--- src/logic/acc_pkg.sv ---
// Package with register map, field positions and reset values of the comparator control block
package acc_pkg;
	localparam logic [7:0] ADDR_CTRL_STATUS = 8'h50;
	localparam logic [7:0] ADDR_BUF_DISABLE = 8'h7f;
	localparam logic [7:0] ADDR_CONV_CTRL_B = 8'h80;
	localparam logic [7:0] ADDR_CONV_SETUP = 8'h84;
	localparam int BIT_POWER_OFF = 7;
	localparam int BIT_BANDGAP_SEL = 6;
	localparam int BIT_RESULT = 5;
	localparam int BIT_IRQ_FLAG = 4;
	localparam int BIT_IRQ_ENABLE = 3;
	localparam int BIT_CAPTURE_EN = 2;
	localparam int BIT_MODE_HI = 1;
	localparam int BIT_MODE_LO = 0;
	localparam int BIT_NEG_PIN_OFF = 1;
	localparam int BIT_POS_PIN_OFF = 0;
	localparam int BIT_MUX_ENABLE = 6;
	localparam int BIT_CONV_ENABLE = 7;
	localparam int BIT_CONV_PWR_REDUCE = 6;
	localparam int BIT_CHAN_HIGH = 5;
	localparam logic [7:0] CTRL_RESET = 8'h00;
	localparam logic [7:0] BUF_DISABLE_RESET = 8'h00;
	localparam logic [7:0] BUF_DISABLE_MASK = 8'h03;
	localparam logic [7:0] CONV_CTRL_B_RESET = 8'h00;
	localparam logic [7:0] CONV_SETUP_RESET = 8'h00;
	localparam logic [1:0] MODE_TOGGLE = 2'h0;
	localparam logic [1:0] MODE_RESERVED = 2'h1;
	localparam logic [1:0] MODE_FALL = 2'h2;
	localparam logic [1:0] MODE_RISE = 2'h3;
endpackage : acc_pkg

--- src/logic/acc_comparator_ctrl.sv ---
// Control and status logic around the on-chip analog comparator
//
// Summary of operation
// - Result reads one when positive exceeds negative
// - Mux on, converter off: 4-bit channel index
// - Otherwise dedicated negative pin drives negative input
// - Bandgap select bit picks reference for positive
// - Raw output synchronised, one to two cycles
// - Flag set on selected output event
// - Request only when flag, enable, global set
// - Flag clears on vector taken or write-one
// - Modes: toggle, reserved, falling, rising
// - Power-off bit removes comparator power
// - Capture enable routes result to timer
// - Buffer disable forces pin input zero
// - Converter mux needs power-reduce bit clear
`timescale 1ns/1ns
module acc_comparator_ctrl (
	input wire logic i_sys_clk,
	input wire logic i_rstn,
	input wire logic [31:0] i_wb_adr,
	input wire logic [31:0] i_wb_dat,
	input wire logic [3:0] i_wb_sel,
	input wire logic i_wb_we,
	input wire logic i_wb_cyc,
	input wire logic i_wb_stb,
	output logic [31:0] o_wb_dat,
	output logic o_wb_ack,
	input wire logic i_comp_raw,
	input wire logic i_pos_pin_digital,
	input wire logic i_neg_pin_digital,
	input wire logic i_global_irq_enable,
	input wire logic i_vector_taken,
	output logic o_irq,
	output logic o_comp_power_off,
	output logic o_pos_bandgap_sel,
	output logic o_neg_use_mux,
	output logic [3:0] o_neg_channel,
	output logic o_capture_trigger,
	output logic o_pos_buf_off,
	output logic o_neg_buf_off,
	output logic o_pos_pin_read,
	output logic o_neg_pin_read
);
	logic [7:0] ctrl_reg, ctrl_next;
	logic [7:0] bufdis_reg, bufdis_next;
	logic [7:0] convb_reg, convb_next;
	logic [7:0] setup_reg, setup_next;
	logic sync1_reg, sync2_reg, prev_reg;
	logic ack_reg, ack_next;
	logic [31:0] rdat_reg, rdat_next;
	logic irq_reg, irq_next;
	logic [1:0] pin_s1_reg, pin_s2_reg;
	logic pos_read_reg, neg_read_reg;
	logic cap_reg, pwr_reg, bg_reg, mux_reg;
	logic [3:0] chan_reg;
	logic pwr_next, bg_next, mux_next, cap_next, pos_read_next, neg_read_next;
	logic [3:0] chan_next;
	logic event_hit;
	logic req;
	logic wr;

	// Byte 0 write helper with lane select
	function automatic logic [7:0] acc_wbyte(input logic [7:0] old, input logic [7:0] val, input logic lane);
		acc_wbyte = lane ? val : old;
	endfunction : acc_wbyte

	assign req = i_wb_cyc && i_wb_stb && !ack_reg;
	assign wr = req && i_wb_we && i_wb_sel[0];

	// Two-stage synchroniser; first stage feeds only the second
	always_ff @(posedge i_sys_clk or negedge i_rstn) begin
		if (!i_rstn) begin
			sync1_reg <= 1'b0;
			sync2_reg <= 1'b0;
			prev_reg <= 1'b0;
			pin_s1_reg <= 2'h0;
			pin_s2_reg <= 2'h0;
		end else begin
			sync1_reg <= i_comp_raw;
			sync2_reg <= sync1_reg;
			prev_reg <= sync2_reg;
			pin_s1_reg <= {i_neg_pin_digital, i_pos_pin_digital};
			pin_s2_reg <= pin_s1_reg;
		end
	end

	// Event detect against previous synchronised value; reserved mode never fires
	always_comb begin
		unique case (ctrl_reg[acc_pkg::BIT_MODE_HI:acc_pkg::BIT_MODE_LO])
			acc_pkg::MODE_TOGGLE: event_hit = sync2_reg != prev_reg;
			acc_pkg::MODE_RESERVED: event_hit = 1'b0;
			acc_pkg::MODE_FALL: event_hit = prev_reg && !sync2_reg;
			acc_pkg::MODE_RISE: event_hit = !prev_reg && sync2_reg;
		endcase
	end

	// Register writes; flag set beats any clear in the same cycle
	always_comb begin
		logic [7:0] wv;
		wv = acc_wbyte(8'h00, i_wb_dat[7:0], 1'b1);
		ctrl_next = ctrl_reg;
		bufdis_next = bufdis_reg;
		convb_next = convb_reg;
		setup_next = setup_reg;
		if (wr && i_wb_adr[7:0] == acc_pkg::ADDR_CTRL_STATUS) begin
			// Result bit is read-only and the flag is write-one-to-clear
			ctrl_next[7:6] = wv[7:6];
			ctrl_next[3:0] = wv[3:0];
			if (wv[acc_pkg::BIT_IRQ_FLAG]) begin
				ctrl_next[acc_pkg::BIT_IRQ_FLAG] = 1'b0;
			end
		end
		if (i_vector_taken) begin
			ctrl_next[acc_pkg::BIT_IRQ_FLAG] = 1'b0;
		end
		if (event_hit) begin
			ctrl_next[acc_pkg::BIT_IRQ_FLAG] = 1'b1;
		end
		ctrl_next[acc_pkg::BIT_RESULT] = 1'b0;
		if (wr && i_wb_adr[7:0] == acc_pkg::ADDR_BUF_DISABLE) begin
			bufdis_next = wv & acc_pkg::BUF_DISABLE_MASK;
		end
		if (wr && i_wb_adr[7:0] == acc_pkg::ADDR_CONV_CTRL_B) begin
			convb_next = acc_wbyte(convb_reg, wv, 1'b1);
		end
		if (wr && i_wb_adr[7:0] == acc_pkg::ADDR_CONV_SETUP) begin
			setup_next = acc_wbyte(setup_reg, wv, 1'b1);
		end
	end

	// Bus answer: registered ack one cycle after the request, zero for unmapped reads
	always_comb begin
		ack_next = req;
		rdat_next = 32'h00000000;
		if (req && !i_wb_we) begin
			unique case (i_wb_adr[7:0])
				acc_pkg::ADDR_CTRL_STATUS: rdat_next[7:0] = {ctrl_reg[7:6], sync2_reg, ctrl_reg[4:0]};
				acc_pkg::ADDR_BUF_DISABLE: rdat_next[7:0] = bufdis_reg;
				acc_pkg::ADDR_CONV_CTRL_B: rdat_next[7:0] = convb_reg;
				acc_pkg::ADDR_CONV_SETUP: rdat_next[7:0] = setup_reg;
				default: rdat_next = 32'h00000000;
			endcase
		end
		// Request only with flag, local enable and global enable
		irq_next = ctrl_next[acc_pkg::BIT_IRQ_FLAG] && ctrl_reg[acc_pkg::BIT_IRQ_ENABLE]
			&& i_global_irq_enable;
	end

	// Registered state of the register file and bus
	always_ff @(posedge i_sys_clk or negedge i_rstn) begin
		if (!i_rstn) begin
			ctrl_reg <= acc_pkg::CTRL_RESET;
			bufdis_reg <= acc_pkg::BUF_DISABLE_RESET;
			convb_reg <= acc_pkg::CONV_CTRL_B_RESET;
			setup_reg <= acc_pkg::CONV_SETUP_RESET;
			ack_reg <= 1'b0;
			rdat_reg <= 32'h00000000;
			irq_reg <= 1'b0;
		end else begin
			ctrl_reg <= ctrl_next;
			bufdis_reg <= bufdis_next;
			convb_reg <= convb_next;
			setup_reg <= setup_next;
			ack_reg <= ack_next;
			rdat_reg <= rdat_next;
			irq_reg <= irq_next;
		end
	end

	// Next values of the analog steering and pin read-back flops
	always_comb begin
		pwr_next = ctrl_reg[acc_pkg::BIT_POWER_OFF];
		bg_next = ctrl_reg[acc_pkg::BIT_BANDGAP_SEL];
		// Converter mux only when enabled, converter off and not power-reduced
		mux_next = convb_reg[acc_pkg::BIT_MUX_ENABLE] && !setup_reg[acc_pkg::BIT_CONV_ENABLE]
			&& !setup_reg[acc_pkg::BIT_CONV_PWR_REDUCE];
		chan_next = {setup_reg[acc_pkg::BIT_CHAN_HIGH], setup_reg[2:0]};
		// Plain gated copy; the timer front end does its own noise filtering
		cap_next = ctrl_reg[acc_pkg::BIT_CAPTURE_EN] && sync2_reg;
		// A disabled buffer reads zero whatever the pin does
		pos_read_next = pin_s2_reg[0] && !bufdis_reg[acc_pkg::BIT_POS_PIN_OFF];
		neg_read_next = pin_s2_reg[1] && !bufdis_reg[acc_pkg::BIT_NEG_PIN_OFF];
	end

	// Steering registers; every steering output leaves a flip-flop
	always_ff @(posedge i_sys_clk or negedge i_rstn) begin
		if (!i_rstn) begin
			pwr_reg <= 1'b0;
			bg_reg <= 1'b0;
			mux_reg <= 1'b0;
			chan_reg <= 4'h0;
			cap_reg <= 1'b0;
			pos_read_reg <= 1'b0;
			neg_read_reg <= 1'b0;
		end else begin
			pwr_reg <= pwr_next;
			bg_reg <= bg_next;
			mux_reg <= mux_next;
			chan_reg <= chan_next;
			cap_reg <= cap_next;
			pos_read_reg <= pos_read_next;
			neg_read_reg <= neg_read_next;
		end
	end

	assign o_wb_ack = ack_reg;
	assign o_wb_dat = rdat_reg;
	assign o_irq = irq_reg;
	assign o_comp_power_off = pwr_reg;
	assign o_pos_bandgap_sel = bg_reg;
	assign o_neg_use_mux = mux_reg;
	assign o_neg_channel = chan_reg;
	assign o_capture_trigger = cap_reg;
	assign o_pos_buf_off = bufdis_reg[acc_pkg::BIT_POS_PIN_OFF];
	assign o_neg_buf_off = bufdis_reg[acc_pkg::BIT_NEG_PIN_OFF];
	assign o_pos_pin_read = pos_read_reg;
	assign o_neg_pin_read = neg_read_reg;

	// Checks beside the logic
	chk_rise_sets_flag: assert property (@(posedge i_sys_clk) disable iff (!i_rstn)
		(ctrl_reg[1:0] == 2'h3 && !prev_reg && sync2_reg) |=> ctrl_reg[4])
		else $error("rising edge did not set flag");
	chk_reserved_quiet: assert property (@(posedge i_sys_clk) disable iff (!i_rstn)
		(ctrl_reg[1:0] == 2'h1 && !ctrl_reg[4] && !wr && !i_vector_taken) |=> !ctrl_reg[4])
		else $error("reserved mode set flag");
	chk_irq_gating: assert property (@(posedge i_sys_clk) disable iff (!i_rstn)
		o_irq |-> $past(ctrl_reg[3]) && $past(i_global_irq_enable))
		else $error("irq without enables");
	chk_vector_clear: assert property (@(posedge i_sys_clk) disable iff (!i_rstn)
		(i_vector_taken && !event_hit) |=> !ctrl_reg[4])
		else $error("vector did not clear flag");
	chk_sync_latency: assert property (@(posedge i_sys_clk) disable iff (!i_rstn)
		$rose(sync1_reg) |=> sync2_reg)
		else $error("sync latency wrong");
	chk_buf_zero: assert property (@(posedge i_sys_clk) disable iff (!i_rstn)
		bufdis_reg[0] && $past(bufdis_reg[0]) |-> !pos_read_reg)
		else $error("disabled pin reads one");
	chk_mux_select: assert property (@(posedge i_sys_clk) disable iff (!i_rstn)
		$past(setup_reg[7]) |-> !mux_reg)
		else $error("mux used while converter on");
	chk_reserved_bits: assert property (@(posedge i_sys_clk) disable iff (!i_rstn)
		bufdis_reg[7:2] == 6'h00 && ctrl_reg[5] == 1'b0)
		else $error("reserved bits set");
	chk_capture_route: assert property (@(posedge i_sys_clk) disable iff (!i_rstn)
		!$past(ctrl_reg[2]) |-> !cap_reg)
		else $error("capture routed while off");

	// Event checks: falling and rising modes fire on their own edge only, toggle on any change
	// Falling edge in falling mode must raise the flag
	chk_fall_sets_flag: assert property (@(posedge i_sys_clk) disable iff (!i_rstn)
		(ctrl_reg[1:0] == acc_pkg::MODE_FALL && prev_reg && !sync2_reg) |=> ctrl_reg[acc_pkg::BIT_IRQ_FLAG])
		else $error("falling edge did not set flag");
	// Any change in toggle mode must raise the flag
	chk_toggle_sets_flag: assert property (@(posedge i_sys_clk) disable iff (!i_rstn)
		(ctrl_reg[1:0] == acc_pkg::MODE_TOGGLE && sync2_reg != prev_reg) |=> ctrl_reg[acc_pkg::BIT_IRQ_FLAG])
		else $error("toggle did not set flag");
	// Without an event a clear flag stays clear
	chk_no_event_no_set: assert property (@(posedge i_sys_clk) disable iff (!i_rstn)
		(!event_hit && !ctrl_reg[acc_pkg::BIT_IRQ_FLAG]) |=> !ctrl_reg[acc_pkg::BIT_IRQ_FLAG])
		else $error("flag set without event");
	// A rising edge in falling mode leaves the flag alone
	chk_rise_ignored_fall: assert property (@(posedge i_sys_clk) disable iff (!i_rstn)
		(ctrl_reg[1:0] == acc_pkg::MODE_FALL && !prev_reg && sync2_reg && !ctrl_reg[acc_pkg::BIT_IRQ_FLAG])
		|=> !ctrl_reg[acc_pkg::BIT_IRQ_FLAG])
		else $error("rising edge flagged in falling mode");
	// A falling edge in rising mode leaves the flag alone
	chk_fall_ignored_rise: assert property (@(posedge i_sys_clk) disable iff (!i_rstn)
		(ctrl_reg[1:0] == acc_pkg::MODE_RISE && prev_reg && !sync2_reg && !ctrl_reg[acc_pkg::BIT_IRQ_FLAG])
		|=> !ctrl_reg[acc_pkg::BIT_IRQ_FLAG])
		else $error("falling edge flagged in rising mode");

	// Flag clearing: write-one clears, write-zero keeps, set wins a tie
	chk_write_one_clears: assert property (@(posedge i_sys_clk) disable iff (!i_rstn)
		(wr && i_wb_adr[7:0] == acc_pkg::ADDR_CTRL_STATUS && i_wb_dat[acc_pkg::BIT_IRQ_FLAG] && !event_hit)
		|=> !ctrl_reg[acc_pkg::BIT_IRQ_FLAG])
		else $error("write one did not clear flag");
	// A set flag survives anything but a clear request
	chk_flag_kept: assert property (@(posedge i_sys_clk) disable iff (!i_rstn)
		(ctrl_reg[acc_pkg::BIT_IRQ_FLAG] && !i_vector_taken
		&& !(wr && i_wb_adr[7:0] == acc_pkg::ADDR_CTRL_STATUS && i_wb_dat[acc_pkg::BIT_IRQ_FLAG]))
		|=> ctrl_reg[acc_pkg::BIT_IRQ_FLAG])
		else $error("flag lost without clear");
	// Losing an event to a simultaneous clear would drop an interrupt
	chk_set_beats_clear: assert property (@(posedge i_sys_clk) disable iff (!i_rstn)
		(event_hit && (i_vector_taken || wr)) |=> ctrl_reg[acc_pkg::BIT_IRQ_FLAG])
		else $error("clear beat a new event");

	// Request level is exactly flag, local enable and global enable
	chk_irq_exact: assert property (@(posedge i_sys_clk) disable iff (!i_rstn)
		o_irq == (ctrl_reg[acc_pkg::BIT_IRQ_FLAG] && $past(ctrl_reg[acc_pkg::BIT_IRQ_ENABLE])
		&& $past(i_global_irq_enable)))
		else $error("irq level wrong");

	// Result path: second stage copies the first, read-back shows the second
	chk_sync_second: assert property (@(posedge i_sys_clk) disable iff (!i_rstn)
		sync2_reg == $past(sync1_reg))
		else $error("second sync stage wrong");
	// Read data carries the synchronised result of the request cycle
	chk_result_readback: assert property (@(posedge i_sys_clk) disable iff (!i_rstn)
		(req && !i_wb_we && i_wb_adr[7:0] == acc_pkg::ADDR_CTRL_STATUS)
		|=> o_wb_dat[acc_pkg::BIT_RESULT] == $past(sync2_reg))
		else $error("result bit read back wrong");
	// Unmapped reads must return zero
	chk_unmapped_zero: assert property (@(posedge i_sys_clk) disable iff (!i_rstn)
		(req && !i_wb_we && i_wb_adr[7:0] != acc_pkg::ADDR_CTRL_STATUS && i_wb_adr[7:0] != acc_pkg::ADDR_BUF_DISABLE
		&& i_wb_adr[7:0] != acc_pkg::ADDR_CONV_CTRL_B && i_wb_adr[7:0] != acc_pkg::ADDR_CONV_SETUP)
		|=> o_wb_dat == 32'h00000000)
		else $error("unmapped read not zero");

	// Control writes land; steering outputs follow their register bits one cycle later
	chk_ctrl_write: assert property (@(posedge i_sys_clk) disable iff (!i_rstn)
		(wr && i_wb_adr[7:0] == acc_pkg::ADDR_CTRL_STATUS) |=> ctrl_reg[7:6] == $past(i_wb_dat[7:6]))
		else $error("control write lost");
	// Power-off pin tracks its bit
	chk_power_follow: assert property (@(posedge i_sys_clk) disable iff (!i_rstn)
		o_comp_power_off == $past(ctrl_reg[acc_pkg::BIT_POWER_OFF]))
		else $error("power off does not follow bit");
	// Reference select pin tracks its bit
	chk_bandgap_follow: assert property (@(posedge i_sys_clk) disable iff (!i_rstn)
		o_pos_bandgap_sel == $past(ctrl_reg[acc_pkg::BIT_BANDGAP_SEL]))
		else $error("bandgap select does not follow bit");
	// Channel index is high select bit over low select bits
	chk_channel_follow: assert property (@(posedge i_sys_clk) disable iff (!i_rstn)
		o_neg_channel == {$past(setup_reg[acc_pkg::BIT_CHAN_HIGH]), $past(setup_reg[2:0])})
		else $error("channel index wrong");
	// Mux is used whenever all its conditions hold
	chk_mux_selects: assert property (@(posedge i_sys_clk) disable iff (!i_rstn)
		$past(convb_reg[acc_pkg::BIT_MUX_ENABLE] && !setup_reg[acc_pkg::BIT_CONV_ENABLE]
		&& !setup_reg[acc_pkg::BIT_CONV_PWR_REDUCE]) |-> o_neg_use_mux)
		else $error("mux not used when selected");
	// Without the enable the dedicated pin stays in use
	chk_mux_needs_enable: assert property (@(posedge i_sys_clk) disable iff (!i_rstn)
		!$past(convb_reg[acc_pkg::BIT_MUX_ENABLE]) |-> !o_neg_use_mux)
		else $error("mux used without enable");
	// A power-reduced converter mux is never borrowed
	chk_mux_power_reduce: assert property (@(posedge i_sys_clk) disable iff (!i_rstn)
		$past(setup_reg[acc_pkg::BIT_CONV_PWR_REDUCE]) |-> !o_neg_use_mux)
		else $error("mux used while power reduced");
	// Capture line carries the result while routed
	chk_capture_follow: assert property (@(posedge i_sys_clk) disable iff (!i_rstn)
		$past(ctrl_reg[acc_pkg::BIT_CAPTURE_EN]) |-> o_capture_trigger == $past(sync2_reg))
		else $error("capture line does not follow result");

	// Buffer disable: written bits land, disabled pins read zero
	chk_bufdis_write: assert property (@(posedge i_sys_clk) disable iff (!i_rstn)
		(wr && i_wb_adr[7:0] == acc_pkg::ADDR_BUF_DISABLE) |=> bufdis_reg[1:0] == $past(i_wb_dat[1:0]))
		else $error("buffer disable write lost");
	// Negative pin reads zero while its buffer is off
	chk_neg_buf_zero: assert property (@(posedge i_sys_clk) disable iff (!i_rstn)
		bufdis_reg[acc_pkg::BIT_NEG_PIN_OFF] && $past(bufdis_reg[acc_pkg::BIT_NEG_PIN_OFF]) |-> !neg_read_reg)
		else $error("disabled negative pin reads one");
	// An enabled buffer passes the synchronised pin level
	chk_pos_read_follow: assert property (@(posedge i_sys_clk) disable iff (!i_rstn)
		!$past(bufdis_reg[acc_pkg::BIT_POS_PIN_OFF]) |-> o_pos_pin_read == $past(pin_s2_reg[0]))
		else $error("enabled positive pin read wrong");
endmodule : acc_comparator_ctrl

--- config.mk ---
export PLATFORM = sky130hd
export DESIGN_NAME = acc_comparator_ctrl
export DESIGN_NICKNAME = d
export VERILOG_FILES = /design/src/logic/acc_pkg.sv /design/src/logic/acc_comparator_ctrl.sv
export SDC_FILE = /design/constraint.sdc
export NUM_CORES = 1
export LEC_CHECK = 0
export BUFFER_PORTS_ARGS = -buffer_cell sky130_fd_sc_hd__buf_2
export CORE_UTILIZATION = 25
export CTS_CLUSTER_DIAMETER = 50
export DETAILED_ROUTE_END_ITERATION = 16
export GPL_TIMING_DRIVEN = 0
export HOLD_SLACK_MARGIN = 0.08
export PLACE_DENSITY = 0.57
export SLEW_MARGIN = 10
export SYNTH_ARGS = -nofsm -noshare
export SYNTH_HDL_FRONTEND = slang
export SYNTH_SLANG_ARGS = --single-unit
--- constraint.sdc ---
create_clock -name i_sys_clk -period 3.9 [get_ports i_sys_clk]
set_input_delay 0.195 -clock i_sys_clk [delete_from_list [all_inputs] [get_ports i_sys_clk]]
set_output_delay 0.195 -clock i_sys_clk [all_outputs]
set_load 0.005 [all_outputs]
==> results of run 1 <==
-- per-stage QoR --
step | setup slack, ns | area [um^2] | hold WS (ns) | utilization, %
2_1_floorplan | 2.17 | 2370 | -0.101 | -
3_3_place_gp | 1.80 | 2750 | 0.303 | 31.3
3_5_place_dp | 1.79 | 2750 | 0.304 | 31.3
4_1_cts | 1.94 | 2870 | 0.114 | 32.8
5_1_grt | 1.81 | 2890 | 0.119 | 32.9
6_report | 1.96 | 2890 | 0.119 | 33.0
-- critical path, stage by stage, from the launching register on --
cell      delay (ns)
dfrtp_1         0.38
nand3b_1        0.27
inv_1           0.13
nand3_1         0.19
nor2_2          0.46
mux2_2          0.39
-- layout make-up --
class	count	area (um^2)
antenna	1	2.50
buffer	27	193
clock buffer	5	68.8
clock inverter	3	27.5
fill	915	5880
inverter	7	26.3
multi-input combinational	116	851
sequential	52	1300
tap	108	135
timing repair buffer	52	283
-- power breakdown --
| group | leakage (nW) | internal (mW) | switching (mW) |
|---|---|---|---|
| Sequential | 0.701 | 0.547 | 0.00420 |
| Combinational | 0.762 | 0.0386 | 0.0428 |
| Clock | 0.0463 | 0.132 | 0.184 |
-- cells by family after synthesis --
group           Yosys count  synth area share, %
flops                    52                 57.0
fa+ha+maj                 2                 1.10
mux                      27                 13.3
simple gates             41                 11.8
buf+inv                  34                 9.58
compound gates           22                 7.12
other cells               1                0.164
-- how the worst max path moves through the flow --
| stage | from | slack (ns) | cells past startpoint | to |
|---|---|---|---|---|
| 2_1_floorplan | i_wb_adr[3] | 2.17 | 4 | ctrl_reg[0] |
| 3_3_place_gp | i_wb_adr[3] | 1.80 | 5 | ctrl_reg[2] |
| 3_5_place_dp | i_wb_adr[3] | 1.79 | 5 | ctrl_reg[2] |
| 4_1_cts | o_wb_ack | 1.94 | 5 | setup_reg[1] |
| 5_1_grt | o_wb_ack | 1.81 | 5 | setup_reg[0] |
| 6_report | o_wb_ack | 1.96 | 5 | setup_reg[1] |
-- per-layer routing --
| layer | track usage, % | wire, um | vias up |
|---|---|---|---|
| met3 | 3.24 | 259 | 7 |
| li1 | - | - | 750 |
| met1 | 13.7 | 2090 | 726 |
| met4 | 3.39 | 62 | 0 |
| met2 | 15.7 | 2230 | 42 |
| met5 | 0 | 0 | - |
-- synthesized netlist by cell type --
| cell | instances |
|---|---|
| a22o_1 | 3 |
| or4_1 | 2 |
| a211o_2 | 1 |
| nor2_2 | 1 |
| conb_1 | 1 |
| nor4b_2 | 1 |
| mux2_2 | 27 |
| a2111oi_1 | 1 |
| nand3b_1 | 1 |
| a32oi_1 | 2 |
| a21oi_1 | 3 |
| ha_1 | 2 |
| nor4_4 | 1 |
| a211o_1 | 1 |
| buf_2 | 1 |
| nand2_1 | 6 |
| a222oi_1 | 1 |
| inv_1 | 7 |
| a22oi_1 | 5 |
| nand4bb_1 | 1 |
| nor4bb_1 | 2 |
| nor3_1 | 2 |
| nand3_1 | 6 |
| nor3b_1 | 2 |
| nor4_1 | 2 |
| clkbuf_1 | 2 |
| buf_4 | 24 |
| nor2_1 | 6 |
| o21ai_0 | 4 |
| and2_1 | 4 |
| nor3_4 | 1 |
| nor2b_1 | 2 |
| o21bai_1 | 1 |
| dfrtp_1 | 52 |
| and3_1 | 1 |
==> results.cfg, run 1 <==
[timing]
fin_setup_tns_ns = 0
setup_viol = 0
max_freq_ghz = 0.517
post-route-period-util_pct = 49.6
slew_violations = 0
clock_skew_ns = 0.0118
rsz0062_at_grt = no
min_period_ns = 1.94
slew-limit-headroom_pct = 23.5
tightest_slew_ns = 1.13
hold_viol = 0

[power_and_ir_drop]
pwr_density_cell_nw_per_um2 = 329
peakVddDrop_v = 0.000126
p_leak_nw = 1.51
p_total_mw = 0.949

[synthesis]
ys_warn_count = 0
yosysSeqAreaShare_pct = 57.0
ys_types = 35
syn_area_per_cell_um2 = 12.8
ys_ff_latch = 52
synth_top_area_share_pct = 57.0
synthCells = 179
synth_area_um2 = 2280
synth_top_cell_by_area = dfrtp_1
synth_area_leaders = dfrtp_1 57%, mux2_2 13%, buf_4 7.9%

[clock_tree]
cts_htree_levels = 2
clk_pin_slew_ns = 0.10
cts.sinks = 52
ctsHoldBuffers = 3
clk_latency_ns = 0.31
tritoncts = done
cts_max_path_buffers = 2
clockRootBuffer = clkbuf_8
cts_buffers = 5
post_cts_buffers = 0
cts_resized = 0

[placement]
port_buffers = 48
post-dp-hpwl_mm = 3.52
place_congestion = 0.743
dp_cells = 358

[worst_hold_path]
hold_depth = 3
hp-class = in2reg
min-delay-start = i_global_irq_enable
min_to = o_irq

[drt]
ant_nets = 0
drc = 0
wl_per_cell_um = 12.5
firstDrtPassIters = 4
wl_mm = 4.64
drtIter0Drc = 48
via_per_inst = 4.11
route.vias.total = 1525

[finish]
final_cell_mix = 52 x dfrtp_1, 48 x buf_2, 27 x mux2_2
layout.nets = 341
drive_gt1_share_pct = 43.1
area.growth.synth_to_final_pct = 26.4
final_cells = 371
layout_commonest_cell = dfrtp_1

[critical_path]
reg2reg_from = o_wb_ack
reg2regPathDepth = 5
reg2reg_to = setup_reg[1]
crit_path_max_fanout = 8
end_kind = register
cp.required_ns = 4.10
critical_path_class = reg2reg
cp-start-kind = register
worst_ep_arrival_time_ns = 2.13
rrSetupSlack_ns = 1.96

[floorplanning]
die-height_um = 97.6
die_x_um = 97.6
num_rows = 34
dieArea_um2 = 9520
initial_core_util_pct = 26.1
coreArea_um2 = 8760
ios = 124

[grt]
grt_overflow_total = 0
antenna_found_initial = 1
grt_max_degree = 53
grtUsageTotal_pct = 10.2
grt_pass1_wl_mm = 7.57
grt_pass1_vias = 1460

[flow_run]
maxCapViolCount = 0

[run_status]
status = completed
Note: power is estimated with default switching activity, not from simulation.
==> run 2, diff against run 1 <==
==> constraint.sdc (replaced) <==
create_clock -name i_sys_clk -period 1.9 [get_ports i_sys_clk]
set_input_delay 0.095 -clock i_sys_clk [delete_from_list [all_inputs] [get_ports i_sys_clk]]
set_output_delay 0.095 -clock i_sys_clk [all_outputs]
set_load 0.005 [all_outputs]
==> run 2 against run 1 <==
Routed wire length rose by 1.5%; utilization rose by 1.5 points; via count rose by 3.0%; sequential power grew 100%; clock skew hardly changed; first-iteration DRC count rose by 2.1%; sequential share of layout area decreased by 1.9 points; worst setup slack got worse by 1.8 ns; sequential cell count is the same.
==> results.cfg, run 2 (synthesized netlist as in run 1, its figures left out) <==
[timing]
setup_slack_ns = 0.162
min_period_ns = 1.74
slew_violations = 0
clock_skew_ns = 0.0114
post-route-period-util_pct = 91.5
max_freq_ghz = 0.575
tightest_slew_ns = 1.16
rsz0062_at_grt = no
fin_setup_tns_ns = 0
setup_viol = 0
slew-limit-headroom_pct = 21.6
hold_viol = 0

[power_and_ir_drop]
peakVddDrop_v = 0.000259
p_leak_nw = 1.57
pwr_density_cell_nw_per_um2 = 652

[finish]
final_util_pct = 34.4
area.growth.synth_to_final_pct = 32.1
seqCellArea_um2 = 1300
nFillCells = 908
drive_gt1_share_pct = 42.5
antenna_cells = 0
final_cells = 383
layout_commonest_cell = dfrtp_1
multiInputGateArea_um2 = 861
layout.nets = 354
final_cell_mix = 52 x dfrtp_1, 48 x buf_2, 28 x buf_4

[critical_path]
worst_ep_arrival_time_ns = 1.93
end_kind = register
crit_slowest_cell = dfrtp_1
cp.required_ns = 2.10
critical_path_class = reg2reg
reg2regPathDepth = 6
cp-start-kind = register
max_stage_delay_ns = 0.38
path_cells = nand3b_1 > inv_1 > nand3_2 > nor3_4 > buf_4 > mux2_2
crit_path_max_fanout = 4

[drt]
drc = 0
route.vias.total = 1570
wl_per_cell_um = 12.3
ant_nets = 0
drtIter0Drc = 49
firstDrtPassIters = 4
wl_mm = 4.71
via_per_inst = 4.10

[grt]
grt_pass1_vias = 1514
grt_overflow_total = 0
antenna_found_initial = 0
grtUsageMet3_pct = 2.95
grtUsageMet1_pct = 13.9
grtUsageTotal_pct = 10.3
grt_max_degree = 53
grt.busiest_layer = met2
grtUsageMet2_pct = 16.0
grt_pass1_wl_mm = 7.69

[placement]
place_congestion = 0.743
post-dp-hpwl_mm = 3.52
dp_cells = 358
port_buffers = 48
pre_cts_ws_ns = -0.106

[clock_tree]
clk_latency_ns = 0.31
cts.sinks = 52
cts_htree_levels = 2
cts_max_path_buffers = 2
cts_buffers = 5
clockRootBuffer = clkbuf_8
clk_pin_slew_ns = 0.10
tritoncts = done

[floorplanning]
coreArea_um2 = 8760
ios = 124
die-height_um = 97.6
initial_core_util_pct = 26.1
num_rows = 34
dieArea_um2 = 9520
die_x_um = 97.6

[worst_hold_path]
hold_depth = 3
hp-class = in2reg

[run_status]
status = completed

[flow_run]
maxCapViolCount = 0
## run 2: final cells by class
class,count,share of cell area [%]
flip-flops and latches,52,43.1
multi-input cells,116,28.5
repair buffers,65,13.4
plain buffers,27,6.38
well taps,108,4.48
clock buffers,5,2.28
clock inverters,3,0.912
inverters,7,0.871
## run 2: routing by layer
metal | up-vias | share of wire [%]
met4 | 0 | 1.3
met3 | 7 | 5.7
met1 | 741 | 45
li1 | 774 | -
met5 | - | 0
met2 | 48 | 48
## run 2: worst paths after layout
check                      slack (ns)          start        endpoint
setup / recovery                 0.16       o_wb_ack    convb_reg[1]
hold / removal                   0.13        i_wb_we     o_wb_dat[6]
max in group asynchronous        1.12         i_rstn    setup_reg[2]
setup reg to reg                 0.16       o_wb_ack    convb_reg[1]
min in group asynchronous        0.35         i_rstn  o_pos_pin_read
hold reg to reg                  0.36  pin_s1_reg[1]   pin_s2_reg[1]
## run 2: critical path, delay by kind of cell (launching register included)
| family | cells | cell delay, ns |
|---|---|---|
| buffers and inverters | 2 | 0.30 |
| DFF | 1 | 0.38 |
| muxes | 1 | 0.33 |
| and+or+nand+nor | 3 | 0.62 |
## run 2: metrics by stage
stage / power (mW) / area [um^2] / hold WS [ns]
after floorplan: 1.24 / 2370 / -0.201
after global placement: 1.31 / 2750 / 0.203
after detailed placement: 1.31 / 2750 / 0.204
after CTS: 2.00 / 3000 / 0.112
after global routing: 2.07 / 3020 / 0.138
final: 1.97 / 3020 / 0.130
## run 2: where the power goes
part	switching (mW)	leakage (nW)	internal (mW)
registers	0.00855	0.701	1.12
logic	0.0914	0.820	0.0941
clock network	0.378	0.0463	0.271
## run 2: repair_timing
action,CTS,global route
gates resized for setup,1,1
endpoints found under the hold margin,81,0
pin swaps,1,1
hold buffers,14,0
buffers inserted,2,1
setup endpoints to repair,12,25
